<file path="config.mk">
export PLATFORM = sky130hd
export DESIGN_NAME = psfc_program_security_fuse_ctrl
export DESIGN_NICKNAME = d
export VERILOG_FILES = /design/src/design/psfc_pkg.sv /design/src/design/psfc_program_security_fuse_ctrl.sv
export SDC_FILE = /design/constraint.sdc
export NUM_CORES = 1
export LEC_CHECK = 0
export BUFFER_PORTS_ARGS = -buffer_cell sky130_fd_sc_hd__buf_2
export CORE_ASPECT_RATIO = 0.7
export CORE_UTILIZATION = 43
export CTS_BUF_LIST = sky130_fd_sc_hd__clkbuf_16
export DETAILED_ROUTE_END_ITERATION = 16
export HOLD_SLACK_MARGIN = 0.06
export PLACE_DENSITY = 0.9
export SLEW_MARGIN = 30
export SYNTH_ARGS = -nofsm -noshare
export SYNTH_HDL_FRONTEND = slang
export SYNTH_SLANG_ARGS = --single-unit
</file>
<file path="constraint.sdc">
create_clock -name ref_clk -period 2.02 [get_ports ref_clk]
set_input_delay 0.303 -clock ref_clk [delete_from_list [all_inputs] [get_ports ref_clk]]
set_output_delay 0.303 -clock ref_clk [all_outputs]
set_load 0.02 [all_outputs]
</file>
<file path="src/design/psfc_pkg.sv">
// Constants, op codes and state type for the program security fuse controller
package psfc_pkg;
    // ==================================================
    // Register addresses
    localparam logic [7:0] FLASH_CTRL_ADDR = 8'hB2;
    localparam logic [15:0] TRIM_PROG_ADDR = 16'hFFD1;
    localparam logic [15:0] FUSE_BURN_ADDR = 16'hFFD2;
    localparam logic [15:0] SEC_STATUS_ADDR = 16'hFFD7;

    // ==================================================
    // Field positions
    localparam int FC_PWE_BIT = 0;
    localparam int FC_MEEN_BIT = 1;
    localparam int FC_SECURE_BIT = 6;
    localparam int SS_L1_BIT = 0;
    localparam int SS_L0_BIT = 1;
    localparam int SS_STRAP_BIT = 5;

    // ==================================================
    // Burn sequence codes
    localparam logic [7:0] FUSE_SETUP_CODE = 8'h54;
    localparam logic [7:0] SEL_L0_CODE = 8'h81;
    localparam logic [7:0] SEL_L1_CODE = 8'h82;
    localparam logic [7:0] BURN_CODE = 8'hA6;

    // ==================================================
    // Reset values
    localparam logic [7:0] RDATA_RESET = 8'h00;
    localparam logic RESET_BIT = 1'b0;

    // ==================================================
    // Flash / debug operation codes
    localparam logic [2:0] OP_FLASH_READ = 3'h0;
    localparam logic [2:0] OP_FLASH_WRITE = 3'h1;
    localparam logic [2:0] OP_PAGE_ERASE = 3'h2;
    localparam logic [2:0] OP_BULK_ERASE = 3'h3;
    localparam logic [2:0] OP_XRAM_READ = 3'h4;
    localparam logic [2:0] OP_CORE_CTRL = 3'h5;

    // ==================================================
    // Burn sequencer states, one-hot
    typedef enum logic [5:0] {
        ST_IDLE = 6'h01,
        ST_SETUP = 6'h02,
        ST_SEL0 = 6'h04,
        ST_SEL1 = 6'h08,
        ST_BURN0 = 6'h10,
        ST_BURN1 = 6'h20
    } psfc_burn_t;
endpackage : psfc_pkg

</file>
<file path="src/design/psfc_program_security_fuse_ctrl.sv">
// Program security fuse controller: protect levels, fuse burn sequencer, access gating
`timescale 1ns/1ps

// What this block does
// Writing bit 6 of flash control at 0xB2 arms protection level 0.
// Level 0 active: debug port may only bulk erase; all else blocked.
// Protect bit clears on every reset; software can set it, zero writes ignored.
// Level 0 leaves on any reset; after a global erase it cannot be re-armed until then; debug regains control.
// Global flash erase also clears external data RAM, protect bit or not.
// Level 0 active: external reads of flash and data RAM are denied.
// Protect bit takes effect only with level 0 fuse blown; fuse at bit 1.
// Level 0 active: page erase of page zero refused from CPU and debug.
// Level 0 active: every write to page zero blocked, CPU or debug.
// Level 1 fuse blown disables debug port at once and for good.
// Level 1 fuse state is sampled during reset, before boot.
// Burner holds strap pin high for level 1 burns; level 0 needs not.
// Live strap pin level reads at bit 5 of security status 0xFFD7.
// Burn step one: firmware writes 0x54 to fuse burn control.
// Step two: 0x81 selects level 0, 0x82 level 1; one per sequence.
// Step three: 0xA6 to trim program control, then wait about 500 us.
// Final step: 0x00 to both burn registers ends the burn.
// A blown fuse stays in effect; no write or reset undoes it.
// Any non-burn value written to the burn register stops burning.
// Level 1 burn refused while the strap pin reads low.
module psfc_program_security_fuse_ctrl
    import psfc_pkg::*;
(
    // Clock and reset
    input wire logic ref_clk,
    input wire logic reset,
    // Internal special function register port
    input wire logic [7:0] sfr_addr,
    input wire logic [7:0] sfr_wdata,
    input wire logic sfr_wr,
    input wire logic sfr_rd,
    output logic [7:0] sfr_rdata,
    // Memory-mapped special function register port
    input wire logic [15:0] xsfr_addr,
    input wire logic [7:0] xsfr_wdata,
    input wire logic xsfr_wr,
    input wire logic xsfr_rd,
    output logic [7:0] xsfr_rdata,
    // CPU status inputs
    input wire logic int_enabled,
    input wire logic flash_byte_done,
    // Fuse array and strap pin
    input wire logic level0_fuse,
    input wire logic level1_fuse,
    input wire logic strap_pin_level,
    output logic burn_level0,
    output logic burn_level1,
    // In-circuit debug port requests
    input wire logic dbg_req,
    input wire logic [2:0] dbg_op,
    input wire logic dbg_page0,
    output logic dbg_grant,
    output logic dbg_deny,
    // CPU flash requests
    input wire logic cpu_req,
    input wire logic [2:0] cpu_op,
    input wire logic cpu_page0,
    output logic cpu_grant,
    output logic cpu_deny,
    // Protection state and erase side effects
    output logic level0_active,
    output logic debug_disabled,
    output logic program_write_en,
    output logic xram_clear
);

    // ==================================================
    // State registers
    logic secure_r;
    logic pwe_r;
    logic meen_r;
    logic erased_r;
    logic l0_blown_r;
    logic l1_blown_r;
    logic l0_active_r;
    logic dbg_off_r;
    logic burn_l0_r;
    logic burn_l1_r;
    logic dbg_grant_r;
    logic dbg_deny_r;
    logic cpu_grant_r;
    logic cpu_deny_r;
    logic xram_clear_r;
    logic [7:0] sfr_rdata_r;
    logic [7:0] xsfr_rdata_r;
    psfc_burn_t state_r;
    psfc_burn_t state_nxt;

    // ==================================================
    // Address decode
    wire fc_wr = sfr_wr & (sfr_addr == FLASH_CTRL_ADDR);
    wire fc_rd = sfr_rd & (sfr_addr == FLASH_CTRL_ADDR);
    wire trim_wr = xsfr_wr & (xsfr_addr == TRIM_PROG_ADDR);
    wire fuse_wr = xsfr_wr & (xsfr_addr == FUSE_BURN_ADDR);
    wire ss_rd = xsfr_rd & (xsfr_addr == SEC_STATUS_ADDR);

    // ==================================================
    // Fuse sampling: the fuse level is taken during reset as well, so the
    // debug port is already closed when boot code starts running
    wire l0_blown_nxt = l0_blown_r | level0_fuse;
    wire l1_blown_nxt = l1_blown_r | level1_fuse;

    // Level 0 is the protect bit gated by its fuse
    wire sec_act = secure_r & l0_blown_r;

    // Protect bit: set-only, and refused after a global erase until the
    // next reset, so the erased part always comes up unlocked
    wire secure_set = fc_wr & sfr_wdata[FC_SECURE_BIT] & l0_blown_r & ~erased_r;
    wire secure_nxt = secure_r | secure_set;

    // Write enable follows the bus bit only while interrupts are off,
    // and drops after every flash byte
    wire pwe_wr = fc_wr & ~int_enabled;
    wire pwe_nxt = flash_byte_done ? 1'b0 : (pwe_wr ? sfr_wdata[FC_PWE_BIT] : pwe_r);

    // ==================================================
    // Access gating for debug port and CPU
    wire dbg_is_bulk = (dbg_op == OP_BULK_ERASE);
    wire cpu_is_bulk = (cpu_op == OP_BULK_ERASE);
    wire dbg_is_mod = (dbg_op == OP_FLASH_WRITE) | (dbg_op == OP_PAGE_ERASE);
    wire cpu_is_mod = (cpu_op == OP_FLASH_WRITE) | (cpu_op == OP_PAGE_ERASE);

    // Debug port: nothing once level 1 is set, only bulk erase under level 0;
    // this also shuts out reads of flash and data RAM
    wire dbg_lvl0_ok = ~sec_act | dbg_is_bulk;
    wire dbg_pg0_ok = ~(sec_act & dbg_page0 & dbg_is_mod);
    wire dbg_ok = ~l1_blown_r & dbg_lvl0_ok & dbg_pg0_ok;

    // CPU: page zero is locked against writes and page erase under level 0;
    // bulk erase needs the mass erase enable and a live debug port
    wire cpu_pg0_ok = ~(sec_act & cpu_page0 & cpu_is_mod);
    wire cpu_bulk_ok = ~cpu_is_bulk | (meen_r & ~l1_blown_r);
    wire cpu_ok = cpu_pg0_ok & cpu_bulk_ok;

    wire dbg_bulk_go = dbg_req & dbg_ok & dbg_is_bulk;
    wire cpu_bulk_go = cpu_req & cpu_ok & cpu_is_bulk;
    wire bulk_go = dbg_bulk_go | cpu_bulk_go;

    // Mass erase enable is single shot: consumed by the erase it arms
    wire meen_nxt = cpu_bulk_go ? 1'b0 : (fc_wr ? sfr_wdata[FC_MEEN_BIT] : meen_r);

    // ==================================================
    // Burn sequencer decode
    wire is_setup = fuse_wr & (xsfr_wdata == FUSE_SETUP_CODE);
    wire is_sel0 = fuse_wr & (xsfr_wdata == SEL_L0_CODE);
    wire is_sel1 = fuse_wr & (xsfr_wdata == SEL_L1_CODE);
    wire is_burn = trim_wr & (xsfr_wdata == BURN_CODE);
    wire stop_burn = (trim_wr & ~is_burn) | fuse_wr;

    // Next state of the burn sequencer; a second select write in a selected
    // state drops back to idle, so only one level is burned per sequence
    always_comb begin
        state_nxt = state_r;
        unique case (state_r)
            ST_IDLE: begin
                if (is_setup) begin
                    state_nxt = ST_SETUP;
                end
            end
            ST_SETUP: begin
                if (is_sel0) begin
                    state_nxt = ST_SEL0;
                end else if (is_sel1) begin
                    state_nxt = ST_SEL1;
                end else if (fuse_wr | trim_wr) begin
                    state_nxt = ST_IDLE;
                end
            end
            ST_SEL0: begin
                if (is_burn) begin
                    state_nxt = ST_BURN0;
                end else if (fuse_wr | trim_wr) begin
                    state_nxt = ST_IDLE;
                end
            end
            ST_SEL1: begin
                if (is_burn & strap_pin_level) begin
                    state_nxt = ST_BURN1;
                end else if (fuse_wr | trim_wr) begin
                    state_nxt = ST_IDLE;
                end
            end
            ST_BURN0: begin
                if (stop_burn) begin
                    state_nxt = ST_IDLE;
                end
            end
            ST_BURN1: begin
                // A falling strap pin ends a level 1 burn at once
                if (stop_burn | ~strap_pin_level) begin
                    state_nxt = ST_IDLE;
                end
            end
            default: begin
                state_nxt = ST_IDLE;
            end
        endcase
    end

    // ==================================================
    // Read data: strap pin is sampled at read time, never latched
    wire [7:0] fc_view = {1'b0, secure_r, 4'h0, 1'b0, pwe_r};
    wire [7:0] ss_view = {2'h0, strap_pin_level, 3'h0, l0_blown_r, l1_blown_r};
    wire [7:0] sfr_rd_nxt = fc_rd ? fc_view : RDATA_RESET;
    wire [7:0] xsfr_rd_nxt = ss_rd ? ss_view : RDATA_RESET;

    // ==================================================
    // Fuse state: taken straight from the fuse array during reset and
    // only ever set afterwards
    // Reset loads the array directly: the sticky OR alone would never leave
    // an unknown power-up state, and a blown fuse reloads as blown anyway
    always_ff @(posedge ref_clk) begin
        if (reset) begin
            l0_blown_r <= level0_fuse;
            l1_blown_r <= level1_fuse;
            dbg_off_r <= level1_fuse;
        end else begin
            l0_blown_r <= l0_blown_nxt;
            l1_blown_r <= l1_blown_nxt;
            dbg_off_r <= l1_blown_nxt;
        end
    end

    // Protect bit and flash control bits
    always_ff @(posedge ref_clk) begin
        if (reset) begin
            secure_r <= RESET_BIT;
            pwe_r <= RESET_BIT;
            meen_r <= RESET_BIT;
        end else begin
            secure_r <= secure_nxt;
            pwe_r <= pwe_nxt;
            meen_r <= meen_nxt;
        end
    end

    // Global erase marker and level 0 output
    always_ff @(posedge ref_clk) begin
        if (reset) begin
            erased_r <= RESET_BIT;
            l0_active_r <= RESET_BIT;
        end else begin
            erased_r <= erased_r | bulk_go;
            l0_active_r <= secure_nxt & l0_blown_nxt;
        end
    end

    // Burn sequencer and burn drive outputs
    always_ff @(posedge ref_clk) begin
        if (reset) begin
            state_r <= ST_IDLE;
            burn_l0_r <= RESET_BIT;
            burn_l1_r <= RESET_BIT;
        end else begin
            state_r <= state_nxt;
            burn_l0_r <= (state_nxt == ST_BURN0);
            burn_l1_r <= (state_nxt == ST_BURN1);
        end
    end

    // Access answers, one cycle after the request
    always_ff @(posedge ref_clk) begin
        if (reset) begin
            dbg_grant_r <= RESET_BIT;
            dbg_deny_r <= RESET_BIT;
            cpu_grant_r <= RESET_BIT;
            cpu_deny_r <= RESET_BIT;
        end else begin
            dbg_grant_r <= dbg_req & dbg_ok;
            dbg_deny_r <= dbg_req & ~dbg_ok;
            cpu_grant_r <= cpu_req & cpu_ok;
            cpu_deny_r <= cpu_req & ~cpu_ok;
        end
    end

    // Data RAM wipe pulse and read data
    always_ff @(posedge ref_clk) begin
        if (reset) begin
            xram_clear_r <= RESET_BIT;
            sfr_rdata_r <= RDATA_RESET;
            xsfr_rdata_r <= RDATA_RESET;
        end else begin
            xram_clear_r <= bulk_go;
            sfr_rdata_r <= sfr_rd_nxt;
            xsfr_rdata_r <= xsfr_rd_nxt;
        end
    end

    // ==================================================
    // Outputs, each straight from a flip-flop
    assign sfr_rdata = sfr_rdata_r;
    assign xsfr_rdata = xsfr_rdata_r;
    assign burn_level0 = burn_l0_r;
    assign burn_level1 = burn_l1_r;
    assign dbg_grant = dbg_grant_r;
    assign dbg_deny = dbg_deny_r;
    assign cpu_grant = cpu_grant_r;
    assign cpu_deny = cpu_deny_r;
    assign level0_active = l0_active_r;
    assign debug_disabled = dbg_off_r;
    assign program_write_en = pwe_r;
    assign xram_clear = xram_clear_r;

endmodule : psfc_program_security_fuse_ctrl

</file>
Yosys cells after proc, flatten, opt, wreduce, memory -nomap -nowiden:

Index checks and enable logic that the tools add are counted.

* word-level logic and storage cells: 112
* input port bits: 61
* register bits after elaboration: 36
* output and inout bits: 26

* muxes and demuxes: 11
* reductions and logical operators: 4
* bitwise logic cells: 56
* eq/ne operators: 22

Operators with widths (count)
* 16-bit == test (second input constant): 3
* 6-bit two-way mux: 8
* 6-bit one-hot mux with 6 select lines: 1
* 8-bit == test (second input constant): 4
* 1-bit AND: 31
* 1-bit NOT: 13
* 3-bit by 2-bit == test with 1-bit output (second input constant): 4
* 6-bit by 5-bit == test with 1-bit output (second input constant): 2
* 6-bit == test (second input constant): 2
* 1-bit OR: 12
* 8-bit by 7-bit == test with 1-bit output (second input constant): 1
* 2-bit OR reduction: 4
* 3-bit by 1-bit == test with 1-bit output (second input constant): 2
* 6-bit by 1-bit == test with 1-bit output (second input constant): 1
* 6-bit by 2-bit == test with 1-bit output (second input constant): 1
* 6-bit by 3-bit == test with 1-bit output (second input constant): 1
* 6-bit by 4-bit == test with 1-bit output (second input constant): 1
* 1-bit two-way mux: 2

Longest topological paths before layout:

* word-level depth: 10
* mapped depth: 6
* gate-level depth less buffers: 5

Least setup slack after synthesis:

No wires, ideal clock.

* path type: register to register
* start point: reg state_r[3]
* end point: reg burn_l0_r, in the netlist burn_level0
* buffers on the path: 1
* data required time: 1924 ps
* period minus slack after synthesis: 1530 ps
* setup time: 96 ps
* arrival: 1434 ps
* path slack: 490 ps
* cell stages (with the launch flop): 7
* path through: dfxtp_1 > buf_6 > nor3_4 > o21ai_1 > a31oi_4 > nor3b_4 > nor4b_1

* longest elaborated chain between the ends: 5
* elaborated cells between the ends (all ways): 16

RTL lines
* start, declared: line psfc_program_security_fuse_ctrl.sv:90 `psfc_burn_t state_r;`
* start signal, assigned: line psfc_program_security_fuse_ctrl.sv:259 `state_r <= state_nxt;`
* 6-bit two-way mux: line psfc_program_security_fuse_ctrl.sv:169, psfc_program_security_fuse_ctrl.sv:176, psfc_program_security_fuse_ctrl.sv:183
* 6-bit two-way mux: line psfc_program_security_fuse_ctrl.sv:167 `end else if (is_sel1) begin`
* 6-bit two-way mux: line psfc_program_security_fuse_ctrl.sv:165 `if (is_sel0) begin`
* 6-bit one-hot mux with 6 select lines (*): line psfc_program_security_fuse_ctrl.sv:158 `unique case (state_r)`
* 6-bit by 5-bit == test with 1-bit output (*): line psfc_program_security_fuse_ctrl.sv:260 `burn_l0_r <= (state_nxt == ST_BURN0);`
* end signal, assigned: line psfc_program_security_fuse_ctrl.sv:260
* end, declared: line psfc_program_security_fuse_ctrl.sv:81 `logic burn_l0_r;`

Mark *: on every way between the ends. The rest lies on a longest branch, timed or not.
A chain may end at the register's enable or synchronous reset.

Worst setup path after layout:

* start point: reg state_r[0]
* end point: reg state_r[4]

* longest elaborated chain between the ends: 2
* elaborated cells between the ends (all ways): 7

RTL lines (line)
* 6-bit == test (tied with other cells): psfc_program_security_fuse_ctrl.sv:158
* 6-bit one-hot mux with 6 select lines (*): psfc_program_security_fuse_ctrl.sv:158

Marks and branches as above.

==> results summary <==
For this run, design rule violations remaining after detail routing come to 0. The count of nets left with antenna violations after detail routing came out at 0. The switching component of the power is 0.250 mW. STA puts the critical path data required time at 2.18 ns. The setup fix buffers added after clock tree synthesis came out at 0. The clock group share of total power came out at 41.2%. The run finished with clean final reports. Walking the worst path, the cells encountered are nor3b_2 > o21ai_1 > a31oi_4 > nor3b_4 > nor4b_1. Timing would allow up to 551 MHz.

The number of hold-repair buffers added at the cts stage is 0. The classification of the worst-slack hold path is input pin to flop. VDD sags by at most 0.361 mV. The number of flip-flops in the largest register is 6. The overall global routing resource usage is 20.0%. The worst setup path is of the flop to flop kind. The distinct cell type count after synthesis is 49.

Once layout is complete, the utilization of the core stands at 59.1%. The number of antenna diodes came out at 0. The number of top-level pins came out at 87. The number of global-route vias before repair came out at 1,310. Counting I/O delays and the setup requirement, the final critical path takes 1.82 ns. Ranked by flip-flop count, first place goes to state_r. The number of H-tree levels is 1. The site row count came out at 17. The cell area after synthesis is 1460 um^2. The total number of yosys warnings is 0. The source-to-sink clock delay at the later pin of the worst-skew pair is 0.26 ns. The detailed-route via count came out at 1,497. Dividing the detail-routed wire length by the instance count gives 12.7 um.

The smallest hold slack is 0.209 ns. The total wirelength of the detailed-routed design came out at 3510 um. The hold violation count in the final report is 0. For this run, the leading register cell type out of synthesis is sky130_fd_sc_hd__dfxtp_1. The leakage dissipation is 0.887 nW. The length of the first detailed-routing pass in iterations is 4. The max-cap violation count is 0.

The top cell types in the final layout, fill and taps aside, are sky130_fd_sc_hd__buf_2 (69), sky130_fd_sc_hd__dfxtp_1 (24), sky130_fd_sc_hd__nor2_1 (11), sky130_fd_sc_hd__conb_1 (11), sky130_fd_sc_hd__nand2_1 (9). The number of synthesized flops with an enable pin came out at 0. The slowest stage of the critical path is the sky130_fd_sc_hd__dfxtp_1 cell. Compared with the post-synthesis result, the final layout area differs by 29.4%. The number of synthesized register bits is 25. No sink is reached through more buffers than the 2 on the longest clock path. The core outline area is 3190 um^2.

Clock skew on the completed layout was measured at 0.00685 ns. The proportion of netlist area held by the largest area contributor came out at 34.3%. The fraction of power consumed by combinational cells is 12.2%. Setup repair after global routing left no endpoint under its margin. The pin count of the biggest net entering global routing came out at 17. The proportion of layout cells with a drive suffix above 1 came out at 37.8%. The detailed router's first-iteration violation count came out at 51. After clock tree synthesis, the clock-pin slew on the worst setup and hold paths is 0.07 ns. STA classifies the critical path startpoint as a flop. The fraction of registers with async set/reset is 0%. The average size of a mapped cell is 8.73 um^2. Leaving out fill and tap cells, the most frequent cell in the layout is sky130_fd_sc_hd__buf_2. The switching power share of the total came out at 23.0%.

Once the floorplan was initialized, standard cells occupied 45.7% of the core. The width of the chip is 71.6 um. Fill cells in the final layout number 281.

Yosys attributes the largest share of cell area to sky130_fd_sc_hd__dfxtp_1 (34%), sky130_fd_sc_hd__buf_4 (6.2%), sky130_fd_sc_hd__nor2_1 (2.8%). For this design the ratio of total power to cell area is 575 nW/um^2. The number of pins with negative max-slew slack in the final report is 0.

The internal power contribution is 0.835 mW. The master cell of the clock root buffer is sky130_fd_sc_hd__clkbuf_16. The largest driver fanout on the critical path came out at 6. The gate count after technology mapping is 167. Setup total negative slack on the finished layout was measured at 0 ns. The global-route wire length before repair came out at 5590 um. The ratio of final minimum period to clock period came out at 89.9%. The launch point of the critical path is state_r[0]. The worst path arrival time is 1.98 ns. The die covers 3630 um^2.

The total clock sinks is 25. The wire-length estimate of the detail-placed layout is 2910 um. The CTS tree is yes. After detailed routing, the number of vias per cell comes to 5.42. In this run the critical register-to-register path is launched from state_r[0]. The post-synthesis sequential area ratio is 34.3%.

The placer congestion estimate came out at 0.948. Clock tree synthesis inserted a total of 3 buffers. The number of antenna violations at the first check in global routing is 0. The proportion of power drawn by flip-flops and latches came out at 46.6%. The die height is 50.7 um. The worst setup path is captured at a flop.

The largest stage delay on the critical path came out at 0.44 ns. The global route total overflow came out at 0. In the final design database the tool counted 300 nets. The number of I/O port buffers is 69. The final setup violation count came out at 0.

The synthesized design spends more area on one cell type than any other, namely sky130_fd_sc_hd__dfxtp_1. The worst hold path startpoint is level1_fuse.
[critical path, delay by kind of cell, from the launching register on]
kind	cells	cell delay [ns]
flops	1	0.44
compound gates	2	0.43
simple gates	3	0.85
[cell usage after synthesis (2+ instances only)]
cell	instances
sky130_fd_sc_hd__dfxtp_1	25
sky130_fd_sc_hd__buf_4	12
sky130_fd_sc_hd__nor2_1	11
sky130_fd_sc_hd__nand2_1	9
sky130_fd_sc_hd__inv_1	7
sky130_fd_sc_hd__nor3_1	7
sky130_fd_sc_hd__nand2b_1	6
sky130_fd_sc_hd__a31oi_1	5
sky130_fd_sc_hd__nand3_1	5
sky130_fd_sc_hd__nor2b_1	5
sky130_fd_sc_hd__nor4_1	5
sky130_fd_sc_hd__and2_1	4
sky130_fd_sc_hd__nand4b_1	4
sky130_fd_sc_hd__o21ai_0	4
sky130_fd_sc_hd__a21oi_1	3
sky130_fd_sc_hd__and3_1	3
sky130_fd_sc_hd__nand4_1	3
sky130_fd_sc_hd__or2_2	3
sky130_fd_sc_hd__a21o_1	2
sky130_fd_sc_hd__and4b_1	2
sky130_fd_sc_hd__buf_2	2
sky130_fd_sc_hd__buf_6	2
sky130_fd_sc_hd__mux2i_1	2
sky130_fd_sc_hd__nand3b_1	2
sky130_fd_sc_hd__nor3b_1	2
sky130_fd_sc_hd__nor3b_2	2
sky130_fd_sc_hd__nor4b_1	2
sky130_fd_sc_hd__o2111a_1	2
sky130_fd_sc_hd__o2111ai_1	2
sky130_fd_sc_hd__o21a_1	2
sky130_fd_sc_hd__or4_1	2
sky130_fd_sc_hd__xnor2_1	2
sky130_fd_sc_hd__xor2_1	2
[through the flow]
step	cell area (um^2)	setup slack [ns]	power [mW]	cells
after floorplan	1500	0.490	0.591	177
after global placement	1800	0.269	0.644	272
after detailed placement	1800	0.132	0.648	272
after CTS	1880	0.0832	1.09	276
after global routing	1890	0.0193	1.13	276
final	1890	0.204	1.08	276
[timing repair]
item | CTS | global route
gates resized for setup | 0 | 2
hold endpoints to repair | 0 | 0
setup endpoints to repair | 0 | 1
[power by group through the flow]
stage | Combinational (mW) | Clock (mW) | Sequential, mW
after floorplan | 0.0704 | 0 | 0.521
after global placement | 0.128 | 0 | 0.516
after detailed placement | 0.131 | 0 | 0.517
after CTS | 0.132 | 0.454 | 0.505
after global routing | 0.145 | 0.482 | 0.506
final | 0.132 | 0.447 | 0.506
[final cells by class]
cell class | instances | area [um^2] | share of cell area [%]
clock buffers | 3 | 75.1 | 3.98
clock inverters | 1 | 8.76 | 0.464
inverters | 7 | 26.3 | 1.39
multi-input cells | 129 | 852 | 45.2
flip-flops and latches | 25 | 502 | 26.6
well taps | 38 | 47.5 | 2.52
repair buffers | 73 | 375 | 19.9
[final timing paths]
path,to,slack (ns),cells past startpoint
min,debug_disabled,0.21,2
max,state_r[4],0.20,5
min reg2reg,erased_r,0.48,2
max reg2reg,state_r[4],0.20,5
[logic make-up after synthesis]
kind of cell | Yosys count | synth area share [%]
other cells | 1 | 0.257
compound gates | 27 | 14.0
xor+xnor | 4 | 2.40
flops | 25 | 34.3
simple gates | 85 | 37.4
buf+inv | 23 | 10.2
mux | 2 | 1.37
[routing by layer]
layer	part of all wire [%]	track usage (%)
met5	0	0
met4	1.4	5.23
met3	9.1	5.62
met2	46	35.9
met1	43	23.5
Power figures use the tool's default switching activity.
